### src/pport_pkg.sv
package pport_pkg;
    // register addresses on the 2-bit host address
    localparam logic [1:0] ADDR_DATA   = 2'h0;
    localparam logic [1:0] ADDR_STATUS = 2'h1;
    localparam logic [1:0] ADDR_CTRL   = 2'h2;
    localparam logic [1:0] ADDR_AFR    = 2'h3;
    // fifo geometry
    localparam int FIFO_DEPTH = 83;
    localparam int CNT_W      = 7;
    localparam int PTR_W      = 7;
    // alternate function bits
    localparam int AFR_POL_BIT  = 6;
    localparam int AFR_FEN_BIT  = 7;
    localparam int AFR_TYPE_LO  = 4;
    localparam int AFR_TYPE_HI  = 5;
    localparam int AFR_SRC_BIT  = 3;
    // control register bits
    localparam int CON_STB_BIT  = 0;
    localparam int CON_AFD_BIT  = 1;
    localparam int CON_INIT_BIT = 2;
    localparam int CON_SLI_BIT  = 3;
    localparam int CON_IEN_BIT  = 4;
    localparam int CON_DIR_BIT  = 5;
    // reset values and fixed readback bits
    localparam logic [7:0] AFR_RESET = 8'h00;
    localparam logic [7:0] CON_RESET = 8'h00;
    localparam logic [2:0] COM_UNUSED = 3'h7;
    localparam logic [1:0] STR_LOW_ONES = 2'h3;
endpackage

### src/sync2.sv
`timescale 1ns/1ns
`default_nettype none
module sync2 #(
    parameter int W = 1
) (
    input  wire logic         clk,
    input  wire logic         rst,
    input  wire logic [W-1:0] d,
    output logic      [W-1:0] q
);
    logic [W-1:0] meta_q;

    // two-stage synchroniser, first stage read only by the second
    always_ff @(posedge clk or posedge rst) begin
        if (rst) begin
            meta_q <= '0;
            q      <= '0;
        end else begin
            meta_q <= d;
            q      <= meta_q;
        end
    end
endmodule
`default_nettype wire

### src/byte_fifo.sv
`timescale 1ns/1ns
`default_nettype none
module byte_fifo
    import pport_pkg::*;
#(
    parameter int DEPTH = FIFO_DEPTH
) (
    input  wire logic             clk,
    input  wire logic             rst,
    input  wire logic             clear,
    input  wire logic             push,
    input  wire logic [7:0]       wdata,
    input  wire logic             pop,
    output logic      [7:0]       rdata,
    output logic      [CNT_W-1:0] count,
    output logic                  full,
    output logic                  empty
);
    localparam logic [PTR_W-1:0] LAST = PTR_W'(DEPTH - 1);
    localparam logic [CNT_W-1:0] FULLC = CNT_W'(DEPTH);

    logic [7:0]       mem_q [DEPTH];
    logic [PTR_W-1:0] wr_q;
    logic [PTR_W-1:0] rd_q;
    logic [CNT_W-1:0] cnt_q;
    wire              do_push = push && (cnt_q != FULLC);
    wire              do_pop  = pop && (cnt_q != '0);

    assign rdata = mem_q[rd_q];
    assign count = cnt_q;
    assign full  = (cnt_q == FULLC);
    assign empty = (cnt_q == '0);

    // storage, written only while there is room
    always_ff @(posedge clk) begin
        if (do_push) begin
            mem_q[wr_q] <= wdata;
        end
    end

    // pointers and byte counter
    always_ff @(posedge clk or posedge rst) begin
        if (rst) begin
            wr_q  <= '0;
            rd_q  <= '0;
            cnt_q <= '0;
        end else if (clear) begin
            wr_q  <= '0;
            rd_q  <= '0;
            cnt_q <= '0;
        end else begin
            if (do_push) begin
                wr_q <= (wr_q == LAST) ? '0 : wr_q + 1'b1;
            end
            if (do_pop) begin
                rd_q <= (rd_q == LAST) ? '0 : rd_q + 1'b1;
            end
            if (do_push && !do_pop) begin
                cnt_q <= cnt_q + 1'b1;
            end else if (do_pop && !do_push) begin
                cnt_q <= cnt_q - 1'b1;
            end
        end
    end
endmodule
`default_nettype wire

### src/printer_port_regs.sv
`timescale 1ns/1ns
`default_nettype none
// Operation
// on reset the data lines drive out, strobe and auto feed sit high, printer reset low and select-in high.
// alternate function bit 6 inverts the interrupt output, which otherwise follows acknowledge; here only with type 00, else fifo empty (01) or full (1x).
// alternate function bit 7 enables the output fifo, cleared to disabled at reset.
// with the fifo enabled an 83-byte buffer holds bytes queued for the printer.
// fifo level bits 6..0 give the number of bytes still waiting in the fifo.
// the count field has bit 0 as its least and bit 6 as its most significant bit.
// fifo level bit 7 reads 0 when the fifo is enabled and 1 when it is disabled.
// the two address bits select the registers; shared addresses write control or config and read back the other.
// status bits 1 and 0 read 1 unless both interrupt-type bits are set.
// command readback bits 7 to 5 always read 1.
// the host waits three clocks after an acknowledge or busy fall before reading the fifo level.
// a data write into a full fifo is dropped, leaving contents and count unchanged.
module printer_port_regs
    import pport_pkg::*;
#(
    parameter int DEPTH = FIFO_DEPTH
) (
    input  wire logic       clk,
    input  wire logic       rst,
    input  wire logic [1:0] addr,
    input  wire logic       cs_n,
    input  wire logic       rd_n,
    input  wire logic       wr_n,
    input  wire logic [7:0] wdata,
    output logic      [7:0] rdata,
    input  wire logic [7:0] parallel_data_lines_in,
    output logic      [7:0] parallel_data_lines_out,
    output logic            parallel_data_lines_oe,
    output logic            strobe_n,
    output logic            auto_feed_n,
    output logic            printer_init_n,
    output logic            select_in_n,
    input  wire logic       ack_n_in,
    input  wire logic       busy_in,
    input  wire logic       error_n_in,
    input  wire logic       printer_selected_in,
    input  wire logic       paper_empty_in,
    input  wire logic       fifo_pop,
    output logic            int_out,
    output logic            int_oe,
    output logic            fifo_enable,
    output logic      [1:0] int_type,
    output logic            handshake_busy,
    output logic      [2:0] strobe_timing,
    output logic      [6:0] fifo_level
);
    // synchronised host strobes and printer inputs
    logic [7:0] pd_s;
    logic [4:0] pin_s;
    logic [2:0] bus_s;
    sync2 #(.W(8)) u_pd_sync (
        .clk (clk),
        .rst (rst),
        .d   (parallel_data_lines_in),
        .q   (pd_s)
    );
    sync2 #(.W(8)) u_pin_sync (
        .clk (clk),
        .rst (rst),
        .d   ({ack_n_in, busy_in, error_n_in, printer_selected_in, paper_empty_in, ~cs_n, ~rd_n, ~wr_n}),
        .q   ({pin_s, bus_s})
    );
    wire ack_s  = pin_s[4];
    wire busy_s = pin_s[3];
    wire err_s  = pin_s[2];
    wire printer_selected_in_s = pin_s[1];
    wire pe_s   = pin_s[0];
    wire cs_s   = bus_s[2];
    wire rd_s   = bus_s[1];
    wire wr_s   = bus_s[0];

    // edge detect on strobes: one access per strobe
    logic rd_d1_q;
    logic wr_d1_q;
    logic ack_d1_q;
    always_ff @(posedge clk or posedge rst) begin
        if (rst) begin
            rd_d1_q  <= 1'b0;
            wr_d1_q  <= 1'b0;
            ack_d1_q <= 1'b0; // synchroniser resets low: no false fall after reset
        end else begin
            rd_d1_q  <= rd_s && cs_s;
            wr_d1_q  <= wr_s && cs_s;
            ack_d1_q <= ack_s;
        end
    end
    wire rd_pulse = rd_s && cs_s && !rd_d1_q;
    wire wr_pulse = wr_s && cs_s && !wr_d1_q;
    wire ack_fall = ack_d1_q && !ack_s;

    // address decode shared by read and write paths
    function automatic logic hit(input logic [1:0] a, input logic [1:0] reg_addr);
        return a == reg_addr;
    endfunction
    logic [7:0] wdata_q;
    always_ff @(posedge clk or posedge rst) begin
        if (rst) begin
            wdata_q <= '0;
        end else begin
            wdata_q <= wdata;
        end
    end
    wire wr_data = wr_pulse && hit(addr, ADDR_DATA);
    wire wr_ctrl = wr_pulse && hit(addr, ADDR_CTRL);
    wire wr_afr  = wr_pulse && hit(addr, ADDR_AFR);
    wire rd_stat = rd_pulse && hit(addr, ADDR_STATUS);

    // control and alternate function registers
    logic [7:0] con_q;
    logic [7:0] afr_q;
    logic [7:0] port_q;
    always_ff @(posedge clk or posedge rst) begin
        if (rst) begin
            con_q  <= CON_RESET;
            afr_q  <= AFR_RESET;
            port_q <= '0;
        end else begin
            if (wr_ctrl) begin
                con_q <= wdata_q;
            end
            if (wr_afr) begin
                afr_q <= wdata_q;
            end
            if (wr_data) begin
                port_q <= wdata_q;
            end
        end
    end
    wire fen = afr_q[AFR_FEN_BIT];
    wire dir_in = con_q[CON_DIR_BIT];

    // output fifo, cleared while disabled or in printer reset
    logic [7:0]       f_rdata;
    logic [CNT_W-1:0] f_count;
    logic             f_full;
    logic             f_empty;
    wire fifo_clear = !fen || !con_q[CON_INIT_BIT];
    byte_fifo #(.DEPTH(DEPTH)) u_fifo (
        .clk   (clk),
        .rst   (rst),
        .clear (fifo_clear),
        .push  (wr_data && fen),
        .wdata (wdata_q),
        .pop   (fifo_pop),
        .rdata (f_rdata),
        .count (f_count),
        .full  (f_full),
        .empty (f_empty)
    );

    // latched interrupt: set by acknowledge fall, cleared by status read
    logic int_pend_q;
    always_ff @(posedge clk or posedge rst) begin
        if (rst) begin
            int_pend_q <= 1'b0;
        end else if (ack_fall) begin
            int_pend_q <= 1'b1;
        end else if (rd_stat) begin
            int_pend_q <= 1'b0;
        end
    end

    // read data assembly
    wire [1:0] str_low   = (afr_q[AFR_TYPE_HI:AFR_TYPE_LO] == 2'h3) ? 2'h0 : STR_LOW_ONES;
    wire       str_top   = fen ? !f_full : !busy_s;
    wire [7:0] str_val   = {str_top, ack_s, pe_s, printer_selected_in_s, err_s, !int_pend_q, str_low};
    wire [7:0] com_val   = {COM_UNUSED, con_q[CON_IEN_BIT], !select_in_n, printer_init_n,
                            !auto_feed_n, !strobe_n};
    wire [7:0] level_val = {!fen, f_count};
    wire [7:0] pr_val    = dir_in ? pd_s : (fen ? f_rdata : port_q);
    logic [7:0] rd_mux;
    always_comb begin
        case (addr)
            ADDR_DATA:   rd_mux = pr_val;
            ADDR_STATUS: rd_mux = str_val;
            ADDR_CTRL:   rd_mux = com_val;
            ADDR_AFR:    rd_mux = level_val;
            default:     rd_mux = 8'h00;
        endcase
    end

    // interrupt level and polarity
    wire int_src = afr_q[AFR_TYPE_HI] ? f_full : (afr_q[AFR_TYPE_LO] ? f_empty : ack_s);
    wire int_lvl = int_src ^ afr_q[AFR_POL_BIT];

    // registered outputs
    always_ff @(posedge clk or posedge rst) begin
        if (rst) begin
            rdata                   <= '0;
            parallel_data_lines_out <= '0;
            parallel_data_lines_oe  <= 1'b1;
            strobe_n                <= 1'b1;
            auto_feed_n             <= 1'b1;
            printer_init_n          <= 1'b0;
            select_in_n             <= 1'b1;
            int_out                 <= 1'b0;
            int_oe                  <= 1'b0;
            fifo_enable             <= 1'b0;
            int_type                <= '0;
            handshake_busy          <= 1'b0;
            strobe_timing           <= '0;
            fifo_level              <= '0;
        end else begin
            rdata                   <= rd_mux;
            parallel_data_lines_out <= fen ? f_rdata : port_q;
            parallel_data_lines_oe  <= !dir_in;
            strobe_n                <= !con_q[CON_STB_BIT];
            auto_feed_n             <= !con_q[CON_AFD_BIT];
            printer_init_n          <= con_q[CON_INIT_BIT];
            select_in_n             <= !con_q[CON_SLI_BIT];
            int_out                 <= int_lvl;
            int_oe                  <= con_q[CON_IEN_BIT];
            fifo_enable             <= fen;
            int_type                <= afr_q[AFR_TYPE_HI:AFR_TYPE_LO];
            handshake_busy          <= afr_q[AFR_SRC_BIT];
            strobe_timing           <= afr_q[2:0];
            fifo_level              <= f_count;
        end
    end
endmodule
`default_nettype wire

### config.mk
export PLATFORM = sky130hd
export DESIGN_NAME = printer_port_regs
export DESIGN_NICKNAME = d
export VERILOG_FILES = /design/src/pport_pkg.sv /design/src/sync2.sv /design/src/byte_fifo.sv /design/src/printer_port_regs.sv
export SDC_FILE = /design/constraint.sdc
export NUM_CORES = 1
export LEC_CHECK = 0
export ABC_AREA = 1
export BUFFER_PORTS_ARGS = -buffer_cell sky130_fd_sc_hd__buf_4
export CELL_PAD_IN_SITES_DETAIL_PLACEMENT = 1
export CELL_PAD_IN_SITES_GLOBAL_PLACEMENT = 2
export CORE_MARGIN = 1
export CORE_UTILIZATION = 25
export CTS_CLUSTER_DIAMETER = 40
export DETAILED_ROUTE_END_ITERATION = 10
export PLACE_DENSITY = 0.55
export SYNTH_ARGS = -nofsm -noshare
export SYNTH_HDL_FRONTEND = slang
export SYNTH_HIERARCHICAL = 1
export SYNTH_SLANG_ARGS = --single-unit
### constraint.sdc
create_clock -name clk -period 4.6 [get_ports clk]
set_input_delay 0.23 -clock clk [delete_from_list [all_inputs] [get_ports clk]]
set_output_delay 0.23 -clock clk [all_outputs]
set_load 0.03 [all_outputs]
# ---- Yosys cells after proc, flatten, opt, wreduce, memory -nomap -nowiden
# Memory sizes are Yosys's and may differ from the RTL's.
# Cells that the tools add are included.
dict set report word_totals {
  register_bits 124
  latchBits 0
  ramBits 664
  romBits 0
  elab_cells 105
  n_memories 1
}
dict set report classes {
  n_addsub 4
  multipliers 0
  n_div 0
  magnitude_cmp 0
  n_eq_ne 8
  shift 0
  mux 20
  bitwise 4
  reduce_logical 39
}
# memory depth word_bits rd rd_ports_with_merged_regs write_ports line
set mem_list {}
lappend mem_list {u_fifo.mem_q 83 8 1 0 1 byte_fifo.sv:22} ;# logic [7:0] mem_q [DEPTH];
# op n
set ops {}
lappend ops {{two-way mux 7 bit} 9}
lappend ops {{case mux 8 bit (4 select lines)} 1}
lappend ops {{adder 7 x 1 -> 7 bit, second input constant} 3}
lappend ops {{equality test 7 bit, second input constant} 3}
lappend ops {{zero test 1 bit} 17}
lappend ops {{two-way mux 8 bit} 2}
lappend ops {{logical AND 1 bit} 14}
lappend ops {{zero test 7 bit} 1}
lappend ops {{two-way mux 1 bit} 7}
lappend ops {{!= test 7 bit, second input constant} 1}
lappend ops {{nonzero test 7 bit} 1}
lappend ops {{subtractor 7 x 1 -> 7 bit, second input constant} 1}
lappend ops {{equality test 2 bit, second input constant} 3}
lappend ops {{nonzero test 2 bit} 3}
lappend ops {{inverter 1 bit} 3}
lappend ops {{nonzero test 3 bit} 1}
lappend ops {{equality test 2 x 1 -> 1 bit, second input constant} 1}
lappend ops {{zero test 2 bit} 1}
lappend ops {{two-way mux 2 bit} 1}
lappend ops {{logical OR 1 bit} 1}
lappend ops {{bitwise XOR 1 bit} 1}

# ---- Longest topological paths before layout
# Gate-level depths: netlist of run 1.
dict set report depth {
  ltp_word 10
  ltp_mapped 21
  ltp_nobuf 19
}

# ---- By module
# The synthesis of run 1 kept the hierarchy.
# module instances cells_per_inst area_each_um2 seq_area_each_um2
set modules_own_cells {}
lappend modules_own_cells {byte_fifo 1 2770 29400.7 20464.6}
lappend modules_own_cells {printer_port_regs 1 275 2770.2 1781.7}
lappend modules_own_cells {sync2 2 17 404.1 400.4}

# ---- Worst setup path after synthesis of run 1
# Ideal clock, no wire load.
dict set report synth_timing {
  path_type {reg2reg}
  startpoint {register u_pin_sync.q[2]}
  endpoint {register u_fifo.cnt_q[6], in the netlist u_fifo/count[6]}
  setup_time_ps 126
  arrival_time_ps 2730
  required_ps 4474
  path_slack_ps 1744
  stages_incl_launch_ff 21
  n_path_buf 2
  synth_period_minus_slack_ps 2856
  path_cell_list {dfrtp_1 -> nand2_1 -> nor2_4 -> nand2_8 -> buf_12 -> nor2_1 -> inv_1 -> nor2_1 -> buf_2 -> ha_1 -> inv_1 -> ha_1 -> nand2_1 -> o21ai_0 -> nand2_1 -> nand2_1 -> a21oi_1 -> nor2_1 -> nor2_1 -> nand2_1 -> o21ai_0}
}
dict set report synth_between {
  elab_chain_len 8
}
# item line
set synth_rtl {}
lappend synth_rtl {{from (decl)} sync2.sv:9} ;# output logic [W-1:0] q
lappend synth_rtl {{from (signal assigned)} sync2.sv:20} ;# q <= meta_q;
lappend synth_rtl {{logical AND 1 bit (*) (2 in a row)} printer_port_regs.sv:91} ;# wire wr_pulse = wr_s && cs_s && !wr_d1_q;
lappend synth_rtl {{logical AND 1 bit (*)} printer_port_regs.sv:106} ;# wire wr_data = wr_pulse && hit(addr, ADDR_DATA);
lappend synth_rtl {{logical AND 1 bit (*)} printer_port_regs.sv:145} ;# .push (wr_data && fen),
lappend synth_rtl {{logical AND 1 bit (*)} byte_fifo.sv:26} ;# wire do_push = push && (cnt_q != FULLC);
lappend synth_rtl {{logical AND 1 bit / zero test 1 bit (equally long branches)} {byte_fifo.sv:58, byte_fifo.sv:60}}
lappend synth_rtl {{two-way mux 7 bit / logical AND 1 bit (equally long branches)} {byte_fifo.sv:58, byte_fifo.sv:60}}
lappend synth_rtl {{two-way mux 7 bit / nonzero test 3 bit (equally long branches)} -}
lappend synth_rtl {{to (signal assigned)} byte_fifo.sv:59} ;# cnt_q <= cnt_q + 1'b1;
lappend synth_rtl {{to (signal assigned)} byte_fifo.sv:61} ;# cnt_q <= cnt_q - 1'b1;
lappend synth_rtl {{to (decl)} byte_fifo.sv:25} ;# logic [CNT_W-1:0] cnt_q;
# Every way passes the cells marked *; elsewhere a longest branch is shown, timed or not.
# A chain may end at the register's enable or synchronous reset.

# ---- Final worst setup path of run 1
dict set report layout_timing {
  startpoint {register u_fifo.rd_q[2]}
  endpoint {register rdata[7]}
}
dict set report layout_between {
  elab_chain_len 4
}
# item line
set layout_rtl {}
lappend layout_rtl {{from (decl)} byte_fifo.sv:24} ;# logic [PTR_W-1:0] rd_q;
lappend layout_rtl {{from (signal assigned)} byte_fifo.sv:56} ;# rd_q <= (rd_q == LAST) ? '0 : rd_q + 1'b1;
lappend layout_rtl {{memory read (83 x 8 bit)} -}
lappend layout_rtl {{net f_rdata[7]} printer_port_regs.sv:136} ;# logic [7:0] f_rdata;
lappend layout_rtl {{two-way mux 8 bit (2 in a row)} printer_port_regs.sv:173} ;# wire [7:0] pr_val = dir_in ? pd_s : (fen ? f_rdata : port_q);
lappend layout_rtl {{case mux 8 bit (4 select lines)} printer_port_regs.sv:176} ;# case (addr)
lappend layout_rtl {{net rd_mux[7]} printer_port_regs.sv:174} ;# logic [7:0] rd_mux;
lappend layout_rtl {{to (signal assigned)} printer_port_regs.sv:207} ;# rdata <= rd_mux;
lappend layout_rtl {{to (decl)} printer_port_regs.sv:28} ;# output logic [7:0] rdata,
# The timed path passes the listed nets, and every way through them passes these cells.

==> results of run 1 <==
## power breakdown
part / switching [mW] / internal, mW / total, mW
Combinational: 1.02 / 0.412 / 1.43
Clock: 3.68 / 6.48 / 10.2
Sequential: 0.198 / 7.89 / 8.09
## sequential cells by signal, summed over array words and instances (netlist names), 2 cells and up
signal                   count
int_type                     2
u_fifo/count                 7
u_fifo/mem_q               664
u_fifo/wr_q                  7
fifo_level                   7
parallel_data_lines_out      8
u_pd_sync/meta_q             8
wdata_q                      8
afr_q                        8
u_pin_sync/q                 8
u_pd_sync/q                  8
port_q                       8
u_fifo/rd_q                  7
rdata                        8
con_q                        6
u_pin_sync/meta_q            8
strobe_timing                3
## final timing paths
kind                                  endpoint           startpoint  slack (ps)  cells after the start
setup / recovery                      rdata[7]       u_fifo/rd_q[2]         730                     16
hold / removal                  u_fifo/rd_q[2]             fifo_pop         100                      5
setup reg to reg                      rdata[7]       u_fifo/rd_q[2]         730                     16
hold reg to reg                 u_pd_sync/q[1]  u_pd_sync/meta_q[1]         340                      0
max in group asynchronous           wdata_q[7]                  rst        3430                      4
min in group asynchronous  u_pd_sync/meta_q[6]                  rst         160                      3
## worst max-delay path: cells and delay by family (launching register included)
kind	cells	cell delay, ps
and+or+nand+nor	11	1510
buffers and inverters	4	1330
DFF	1	800
AOI/OAI and AO/OA	1	70
## layer usage
metal / global-route usage, % / up-vias / share of wire [%]
met5: 0 / - / 0.014
met4: 4.98 / 2 / 2.4
met3: 3.01 / 161 / 3.6
met2: 26.5 / 389 / 47
met1: 21.5 / 11300 / 47
li1: - / 10500 / -
## cells by family after synthesis
logic type	after synthesis	synth area share, %
buffers and inverters	420	5.61
AO/OA/AOI/OAI	282	4.70
flip-flops	788	69.9
XOR/XNOR	8	0.212
adder cells (fa/ha/maj)	12	0.478
AND/OR/NAND/NOR	1569	19.1
## layout by cell type, fill, tap and decap left out, drive strengths merged
master,Yosys,layout
dfstp,4,4
nand3,240,240
dfrtp,120,120
a31oi,1,1
nor3b,1,1
inv,261,276
clkinv,5,57
a21oi,52,52
nor2,416,416
bufinv,0,13
ha,11,11
o211ai,18,18
a21boi,1,1
o22ai,6,6
and2,1,1
xnor2,1,1
clkinvlp,0,10
nor3,4,4
nand2,886,886
edfxtp,664,664
fa,1,1
buf,104,110
or2,9,9
nor4,1,1
o21ai,204,204
clkbuf,50,165
dlygate4sd3,0,29
xor2,7,7
nand4,11,11
## final cells by class
| cell class | count | area [µm²] | share of cell area, % |
|---|---|---|---|
| Sequential cell | 788 | 23100 | 57.4 |
| Multi-Input combinational cell | 1871 | 8090 | 20.1 |
| Clock buffer | 165 | 3670 | 9.13 |
| Tap cell | 1742 | 2180 | 5.42 |
| Timing Repair Buffer | 139 | 1220 | 3.02 |
| Inverter | 266 | 1010 | 2.52 |
| Clock inverter | 90 | 960 | 2.39 |
==> metrics.md, run 1 <==
| Metric | Value |
|---|---|
| Cell with the most instances after synthesis | nand2_1 |
| Chip width | 365 µm |
| Iteration-0 DRC Markers | 1370 |
| Post-synth ARST share | 15.7% |
| Hold Slack | 99.1 ps |
| GR Util All Layers | 16.1% |
| Detailed Routing Iterations Pass 1 | 5 |
| Post-DP HPWL | 64800 µm |
| Max Root-Sink Buffers | 3 |
| Syn nets | 3120 |
| Overflow after GRT | 0 |
| Synth unique cells | 39 |
| Post-CTS Hold Buffers | 29 |
| Clock slew at reported path FFs | 50 ps |
| Diode count | 0 |
| WS Path Type | flop to flop |
| Post-synthesis sequential area ratio | 69.9% |
| First-pass GRT wire length | 158000 µm |
| Area contributors post-synth | edfxtp_1, nand2_1, dfrtp_1 |
| CTS Root Cell | clkbuf_16 |
| Cts bufs inserted | 139 |
| Sink Count | 788 |
| Clock latency at the later pin of the worst-skew pair | 740 ps |
| F_max | 258 MHz |
| CP required | 5210 ps |
| Mapped Area | 33000 µm² |
| Largest net degree at the start of global routing | 142 |
| Post-synthesis average cell area | 10.7 µm² |
| CORE AREA | 130000 µm² |
| Worst-Margin Slew | 1230 ps |
| I/O pin count | 66 |
| Port Buffer Count | 65 |
| Total Power | 19.7 mW |
| Final setup fails | 0 |
| Pwr dens | 490 nW/µm² |
| Largest incremental delay on the critical path | 800 ps |
| Final slew viol count | 0 |
| PostCTS Resize Cnt | 0 |
| Critical-path maximum fanout | 21 |
| Avg WL per Cell | 21.0 µm |
| # Post-CTS Setup Buffers | 0 |
| Yosys top cell area share | 60.5% |
| Initial Util | 25.3% |
| Fin crit share | 84.2% |
| Final worst slack | 727 ps |
| Antenna Nets Post-Route | 0 |
| Hold Crit Class | input port to flop |
| Design area | 40200 µm² |
| Total of warnings raised by yosys | 6 |
| Number of enable flip-flop cells after synthesis | 664 |
| Worst IR Drop VDD | 0.304 mV |
| Slew HR | 17.3% |
| Final setup skew | 24.6 ps |
| Critical Path Most Common Cell | nand2_1 |
| Dpl cell area | 35300 µm² |
| Synth area leader | edfxtp_1 |
| CP Launch Type | flop |
| GPL Wtd Cong | 0.778 |
| Via count | 22400 |
| Drt total wl | 106000 µm |
| Leak Pwr | 15.6 nW |
| Synthesized flop and latch total | 788 |
| Synth cell count leaders | nand2_1, edfxtp_1, nor2_1, inv_1, nand3_1 |
| Endpoint class of the critical path | flop |
| CP arrival | 4480 ps |
| Fin util | 30.9% |
| Vias/cell | 4.42 |
| Share of cells above drive strength 1 | 11.8% |
| CTS tree | yes |
| Max Cap Violations | 0 |
| Vias in the first global route | 24000 |
| Minimum clock period | 3870 ps |
| CP Cell Sequence | nor2_2, inv_1, buf_4, buf_4, a21oi_1, nor2_1, nand2_1, nand3_1, nand2_1, nand2_1, nand2_1, nand2_1, nand3_1, nand2_1, nand3_1, dlygate4sd3_1 |
| Area Overhead vs Synth | 21.9% |
| Die area | 133000 µm² |
| Synth Instances | 3079 |
| Placed instance count | 4777 |
| DRC viols | 0 |
| H-tree Lvls | 4 |
| Unrepaired setup endpoints after global routing | false |
| Non-filler cells, final | 5061 |
| FP Rows | 132 |
| Status | finished clean |
| Top_reg_cell synth | edfxtp_1 |
| Post-route setup TNS | 0 ps |
| Antenna violations before repair | 6 |
| Fin nets | 3246 |
| Fin. Hold Viols | 0 |
| Dpl ws | 981 ps |
| Die height | 365 µm |
| Fill cell count | 14500 |
| Crit-path slowest cell | dfrtp_1 |
Note: power is estimated with default switching activity, not from simulation.
==> run 2: changes to the inputs <==
Clock period 4.6 ns to 4 ns, I/O delays scaled along.
==> metrics.md, run 2 (synthesis gave the netlist of run 1 again) <==
| Metric | Value |
|---|---|
| Status | finished clean |
| Die area | 133000 µm² |
| Worst R2R End | rdata[7] |
| # Post-CTS Setup Buffers | 0 |
| Crit-path slowest cell | dfrtp_4 |
| Sink Count | 788 |
| R2R Setup Slk | 420 ps |
| DRC viols | 0 |
| Final setup fails | 0 |
| Max Cap Violations | 0 |
| Antenna violations before repair | 2 |
| Worst IR Drop VDD | 0.404 mV |
| Post-DP HPWL | 65000 µm |
| Design area | 40500 µm² |
| Clock slew at reported path FFs | 50 ps |
| Slew HR | 11.5% |
| Port Buffer Count | 65 |
| CORE AREA | 130000 µm² |
| Fin crit share | 89.6% |
| Worst r2r src | u_fifo/rd_q[1] |
| Largest incremental delay on the critical path | 680 ps |
| Source of the worst hold timing path | fifo_pop |
| WS Path Type | flop to flop |
| Clock latency at the later pin of the worst-skew pair | 730 ps |
| Hold Crit Class | input port to flop |
| Worst-Margin Slew | 1310 ps |
| Via count | 22600 |
| Area Overhead vs Synth | 22.9% |
| Placed instance count | 4806 |
| Commonest non-fill, non-tap cells in the layout | nand2_1, edfxtp_1, nor2_1 |
| Final setup skew | 34.7 ps |
| First-pass GRT wire length | 160000 µm |
| Antenna Nets Post-Route | 0 |
| Critical-path maximum fanout | 45 |
| GPL Wtd Cong | 0.780 |
| Cts bufs inserted | 140 |
| Most common cell after layout, fill and taps aside | nand2_1 |
| PostCTS Resize Cnt | 0 |
| Avg WL per Cell | 20.8 µm |
| Initial Util | 25.3% |
| CP Cell Sequence | inv_4, buf_4, nand3_1, nand2_1, nand2_1, nand2_1, nor2_1, nand2_1, nand3_1, nand2_1, nand2_1, nand2_1, nand2_1, nand3_1, nand2_1, nand3_1, dlygate4sd3_1 |
| Endpoint class of the critical path | flop |
| Overflow after GRT | 0 |
| CTS Root Cell | clkbuf_16 |
| Share of cells above drive strength 1 | 12.9% |
| Leak Pwr | 15.8 nW |
| FP Rows | 132 |
| Chip width | 365 µm |
| Detailed Routing Iterations Pass 1 | 5 |
| Pwr dens | 562 nW/µm² |
| GR Util All Layers | 16.2% |
| Fin. Hold Viols | 0 |
| Max reg flops | 664 |
| Largest Register | u_fifo/mem_q |
| Die height | 365 µm |
| Non-filler cells, final | 5092 |
| Largest net degree at the start of global routing | 100 |
| CP arrival | 4200 ps |
| Iteration-0 DRC Markers | 1410 |
| Drt total wl | 106000 µm |
| Worst r2r path cells | 17 |
| Hold depth | 5 |
| Worst hold path endpoint | u_fifo/rd_q[1] |
| Post-route setup TNS | 0 ps |
| Fin nets | 3276 |
| Vias/cell | 4.43 |
| Vias in the first global route | 24300 |
| Unrepaired setup endpoints after global routing | false |
| Total Power | 22.8 mW |
| Post-CTS Hold Buffers | 29 |
| Critical Path Most Common Cell | nand2_1 |
| CP Launch Type | flop |
| CTS tree | yes |
| F_max | 279 MHz |
| Setup crit start | u_fifo/rd_q[1] |
| H-tree Lvls | 4 |
| Max Root-Sink Buffers | 3 |
| Dpl cell area | 35600 µm² |
| I/O pin count | 66 |
| Final slew viol count | 0 |
| Minimum clock period | 3580 ps |
| Hold Slack | 58.2 ps |
| CP required | 4620 ps |
[run 2: cell count changes in the layout (fill, tap and decap cells not counted), sizes merged]
| cell | before | now |
|---|---|---|
| clkinv | 57 | 50 |
| clkinvlp | 10 | 15 |
| bufinv | 13 | 14 |
| inv | 276 | 283 |
| diode | 0 | 1 |
| buf | 110 | 139 |
| clkbuf | 165 | 160 |
[run 2: worst max-delay path by stage]
stage	end
6_report	rdata[7]
5_1_grt	rdata[7]
4_1_cts	rdata[7]
3_5_place_dp	u_fifo/mem_q[49][7]
3_3_place_gp	u_fifo/count[6]
2_1_floorplan	u_fifo/count[6]
[run 2: report_power, final]
part	total, mW	switching [mW]	internal (mW)
sequential	9.28	0.211	9.07
clock	11.8	4.25	7.54
combinational	1.69	1.20	0.491
[run 2: per-stage QoR]
step                setup WS [ps]  util (%)
detailed placement            677      27.3
finish                        417      31.1
global route                  217      31.1
CTS                           367      31.1
floorplan                    1140         -
global placement              687      27.3
[run 2: worst max-delay path, delay by kind of cell (launching register included)]
family / cells / cell delay [ps]
flops: 1 / 680
simple gates: 14 / 1520
buf+inv: 3 / 1230
[run 2: area by class of cell]
cell class | instances | area (µm²)
antenna | 1 | 2.50
clock buffer | 160 | 3660
clock inverter | 96 | 1000
fill | 14600 | 89600
inverter | 266 | 1010
multi-input combinational | 1871 | 8100
sequential | 788 | 23100
tap | 1742 | 2180
timing repair buffer | 168 | 1480
[run 2: layer usage]
metal | vias to the layer above | global-route usage [%] | part of all wire (%) | routed length, µm
li1 | 10600 | - | - | -
met1 | 11400 | 21.4 | 46 | 49100
met2 | 404 | 26.9 | 48 | 50500
met3 | 161 | 2.65 | 3.6 | 3780
met4 | 0 | 5.24 | 2.4 | 2560
met5 | - | 0 | 0 | 0
==> run 3: changes to the inputs <==
Clock period 4 ns to 4.4 ns, I/O delays scaled along.
==> metrics.md, run 3 (synthesis gave the netlist of run 1 again) <==
| Metric | Value |
|---|---|
| Logic gate share of total power | 7.2% |
| I/O pin count | 66 |
| Overflow after GRT | 0 |
| Gr busiest metal | met2 |
| Dpl ws | 921 ps |
| Fin util | 31.0% |
| Fin. Hold Viols | 0 |
| NetSw | 5.16 mW |
| Critical-path maximum fanout | 136 |
| H-tree Lvls | 4 |
| Diode count | 0 |
| Internal power | 15.7 mW |
| DRC viols | 0 |
| Sink Count | 788 |
| GPL Wtd Cong | 0.782 |
| Largest incremental delay on the critical path | 700 ps |
| Flop pwr share | 40.5% |
| CTS Root Cell | clkbuf_16 |
| Avg WL per Cell | 21.2 µm |
| CP Cell Sequence | buf_12, buf_4, o21ai_0, o211ai_1, nand3_1, nand2_1, nand2_1, nand2_1, nand2_1, nand2_1, nand2_1, nand3_1, nand2_1, nand3_1, dlygate4sd3_1 |
| Share of cells above drive strength 1 | 12.2% |
| WS Path Type | flop to flop |
| Worst IR Drop VDD | 0.340 mV |
| Vias/cell | 4.43 |
| # Post-CTS Setup Buffers | 0 |
| WP buf/inv | 3 |
| Drt total wl | 108000 µm |
| Iteration-0 DRC Markers | 1441 |
| CP Launch Type | flop |
| PostCTS Resize Cnt | 0 |
| R2R Setup Slk | 650 ps |
| Post-route setup TNS | 0 ps |
| Clock latency at the later pin of the worst-skew pair | 750 ps |
| Die height | 365 µm |
| Unrepaired setup endpoints after global routing | false |
| Final setup skew | 27.4 ps |
| CP arrival | 4420 ps |
| Placed instance count | 4778 |
| Status | finished clean |
| Crit-path slowest cell | dfrtp_4 |
| CP required | 5080 ps |
| Non-filler cells, final | 5063 |
| Antenna Nets Post-Route | 0 |
| M1 GR Usage | 22.0% |
| Max Root-Sink Buffers | 3 |
| Hold Crit Class | input port to asynchronous set/reset pin |
| Max reg flops | 664 |
| Final setup fails | 0 |
| Chip width | 365 µm |
| Post-DP HPWL | 65500 µm |
| Post-CTS Hold Buffers | 30 |
| Initial Util | 25.3% |
| CORE AREA | 130000 µm² |
| Pwr dens | 517 nW/µm² |
| Fin nets | 3246 |
| Largest net degree at the start of global routing | 137 |
| M3 GR Usage | 2.66% |
| Most common cell after layout, fill and taps aside | nand2_1 |
| Clk network pwr share | 52.3% |
| Leak Pwr | 15.7 nW |
| Final slew viol count | 0 |
| Die area | 133000 µm² |
| GR Util All Layers | 16.4% |
| Via count | 22400 |
| Endpoint class of the critical path | flop |
| Antenna violations before repair | 5 |
| Fin crit share | 85.1% |
| Max Cap Violations | 0 |
| Minimum clock period | 3750 ps |
| Largest Register | u_fifo/mem_q |
| CP delay by family, top | buffers and inverters |
| F_max | 267 MHz |
| Critical Path Most Common Cell | nand2_1 |
| Commonest non-fill, non-tap cells in the layout | nand2_1, edfxtp_1, nor2_1 |
| CTS tree | yes |
| Vias in the first global route | 23700 |
| Area Overhead vs Synth | 22.5% |
| First-pass GRT wire length | 160000 µm |
| Net Sw Frac | 24.7% |
| Detailed Routing Iterations Pass 1 | 5 |
| Port Buffer Count | 65 |
| FP Rows | 132 |
| Met2 Resource Use GR | 26.4% |
| Slew HR | 9.45% |
| Clock slew at reported path FFs | 50 ps |
| Cts bufs inserted | 137 |
| Final worst slack | 654 ps |
| Worst-Margin Slew | 1360 ps |
[run 3: cell count changes in the layout (fill, tap and decap cells not counted), moves of 2 or more]
cell	delta
buf_4	-26
inv_6	-9
clkinv_2	+6
clkbuf_16	+4
clkinv_4	-4
clkbuf_1	-3
buf_12	-2
bufinv_16	+2
clkinv_1	+2
clkinv_8	+2
nand3_1	-2
nand3_2	+2
[run 3: worst paths after layout]
| check | from | end | cells past startpoint |
|---|---|---|---|
| setup / recovery | u_fifo/rd_q[0] | rdata[7] | 15 |
| hold / removal | rst | parallel_data_lines_out[2] | 3 |
| setup reg to reg | u_fifo/rd_q[0] | rdata[7] | 15 |
| hold reg to reg | u_pin_sync/meta_q[6] | u_pin_sync/q[6] | 0 |
| max in group asynchronous | rst | u_fifo/rd_q[0] | 3 |
| min in group clk | parallel_data_lines_in[0] | u_pd_sync/meta_q[0] | 2 |
[run 3: through the flow]
stage                     power (mW)  hold WS [ps]  cell area [µm²]
after CTS                       21.2         0.573            40400
after detailed placement        10.1           263            35300
after global placement          10.1           259            35300
after floorplan                 9.47           134            33000
final                           20.9          56.3            40400
after global routing            21.6          49.8            40400
[run 3: power by group through the flow]
| stage | sequential (mW) | combinational (mW) | clock (mW) |
|---|---|---|---|
| 2_1_floorplan | 8.61 | 0.861 | 0 |
| 3_3_place_gp | 8.62 | 1.51 | 0 |
| 3_5_place_dp | 8.62 | 1.52 | 0 |
| 4_1_cts | 8.48 | 1.55 | 11.2 |
| 5_1_grt | 8.49 | 1.68 | 11.5 |
| 6_report | 8.47 | 1.51 | 10.9 |
[run 3: per-layer routing]
| metal | up-vias | share of wire, % |
|---|---|---|
| li1 | 10500 | - |
| met1 | 11300 | 47 |
| met2 | 422 | 47 |
| met3 | 180 | 3.6 |
| met4 | 0 | 2.9 |
| met5 | - | 0 |
[run 3: final cells by class]
type	instances	area [µm²]
fill	14500	89700
sequential	788	23100
clock inverter	95	1020
clock buffer	160	3740
multi-input combinational	1871	8110
inverter	266	1010
tap	1742	2180
timing repair buffer	141	1260
[run 3: tightest hold or removal path, stage by stage]
cell           delay, ps
dlygate4sd3_1        540
buf_4                150
clkinv_2             300
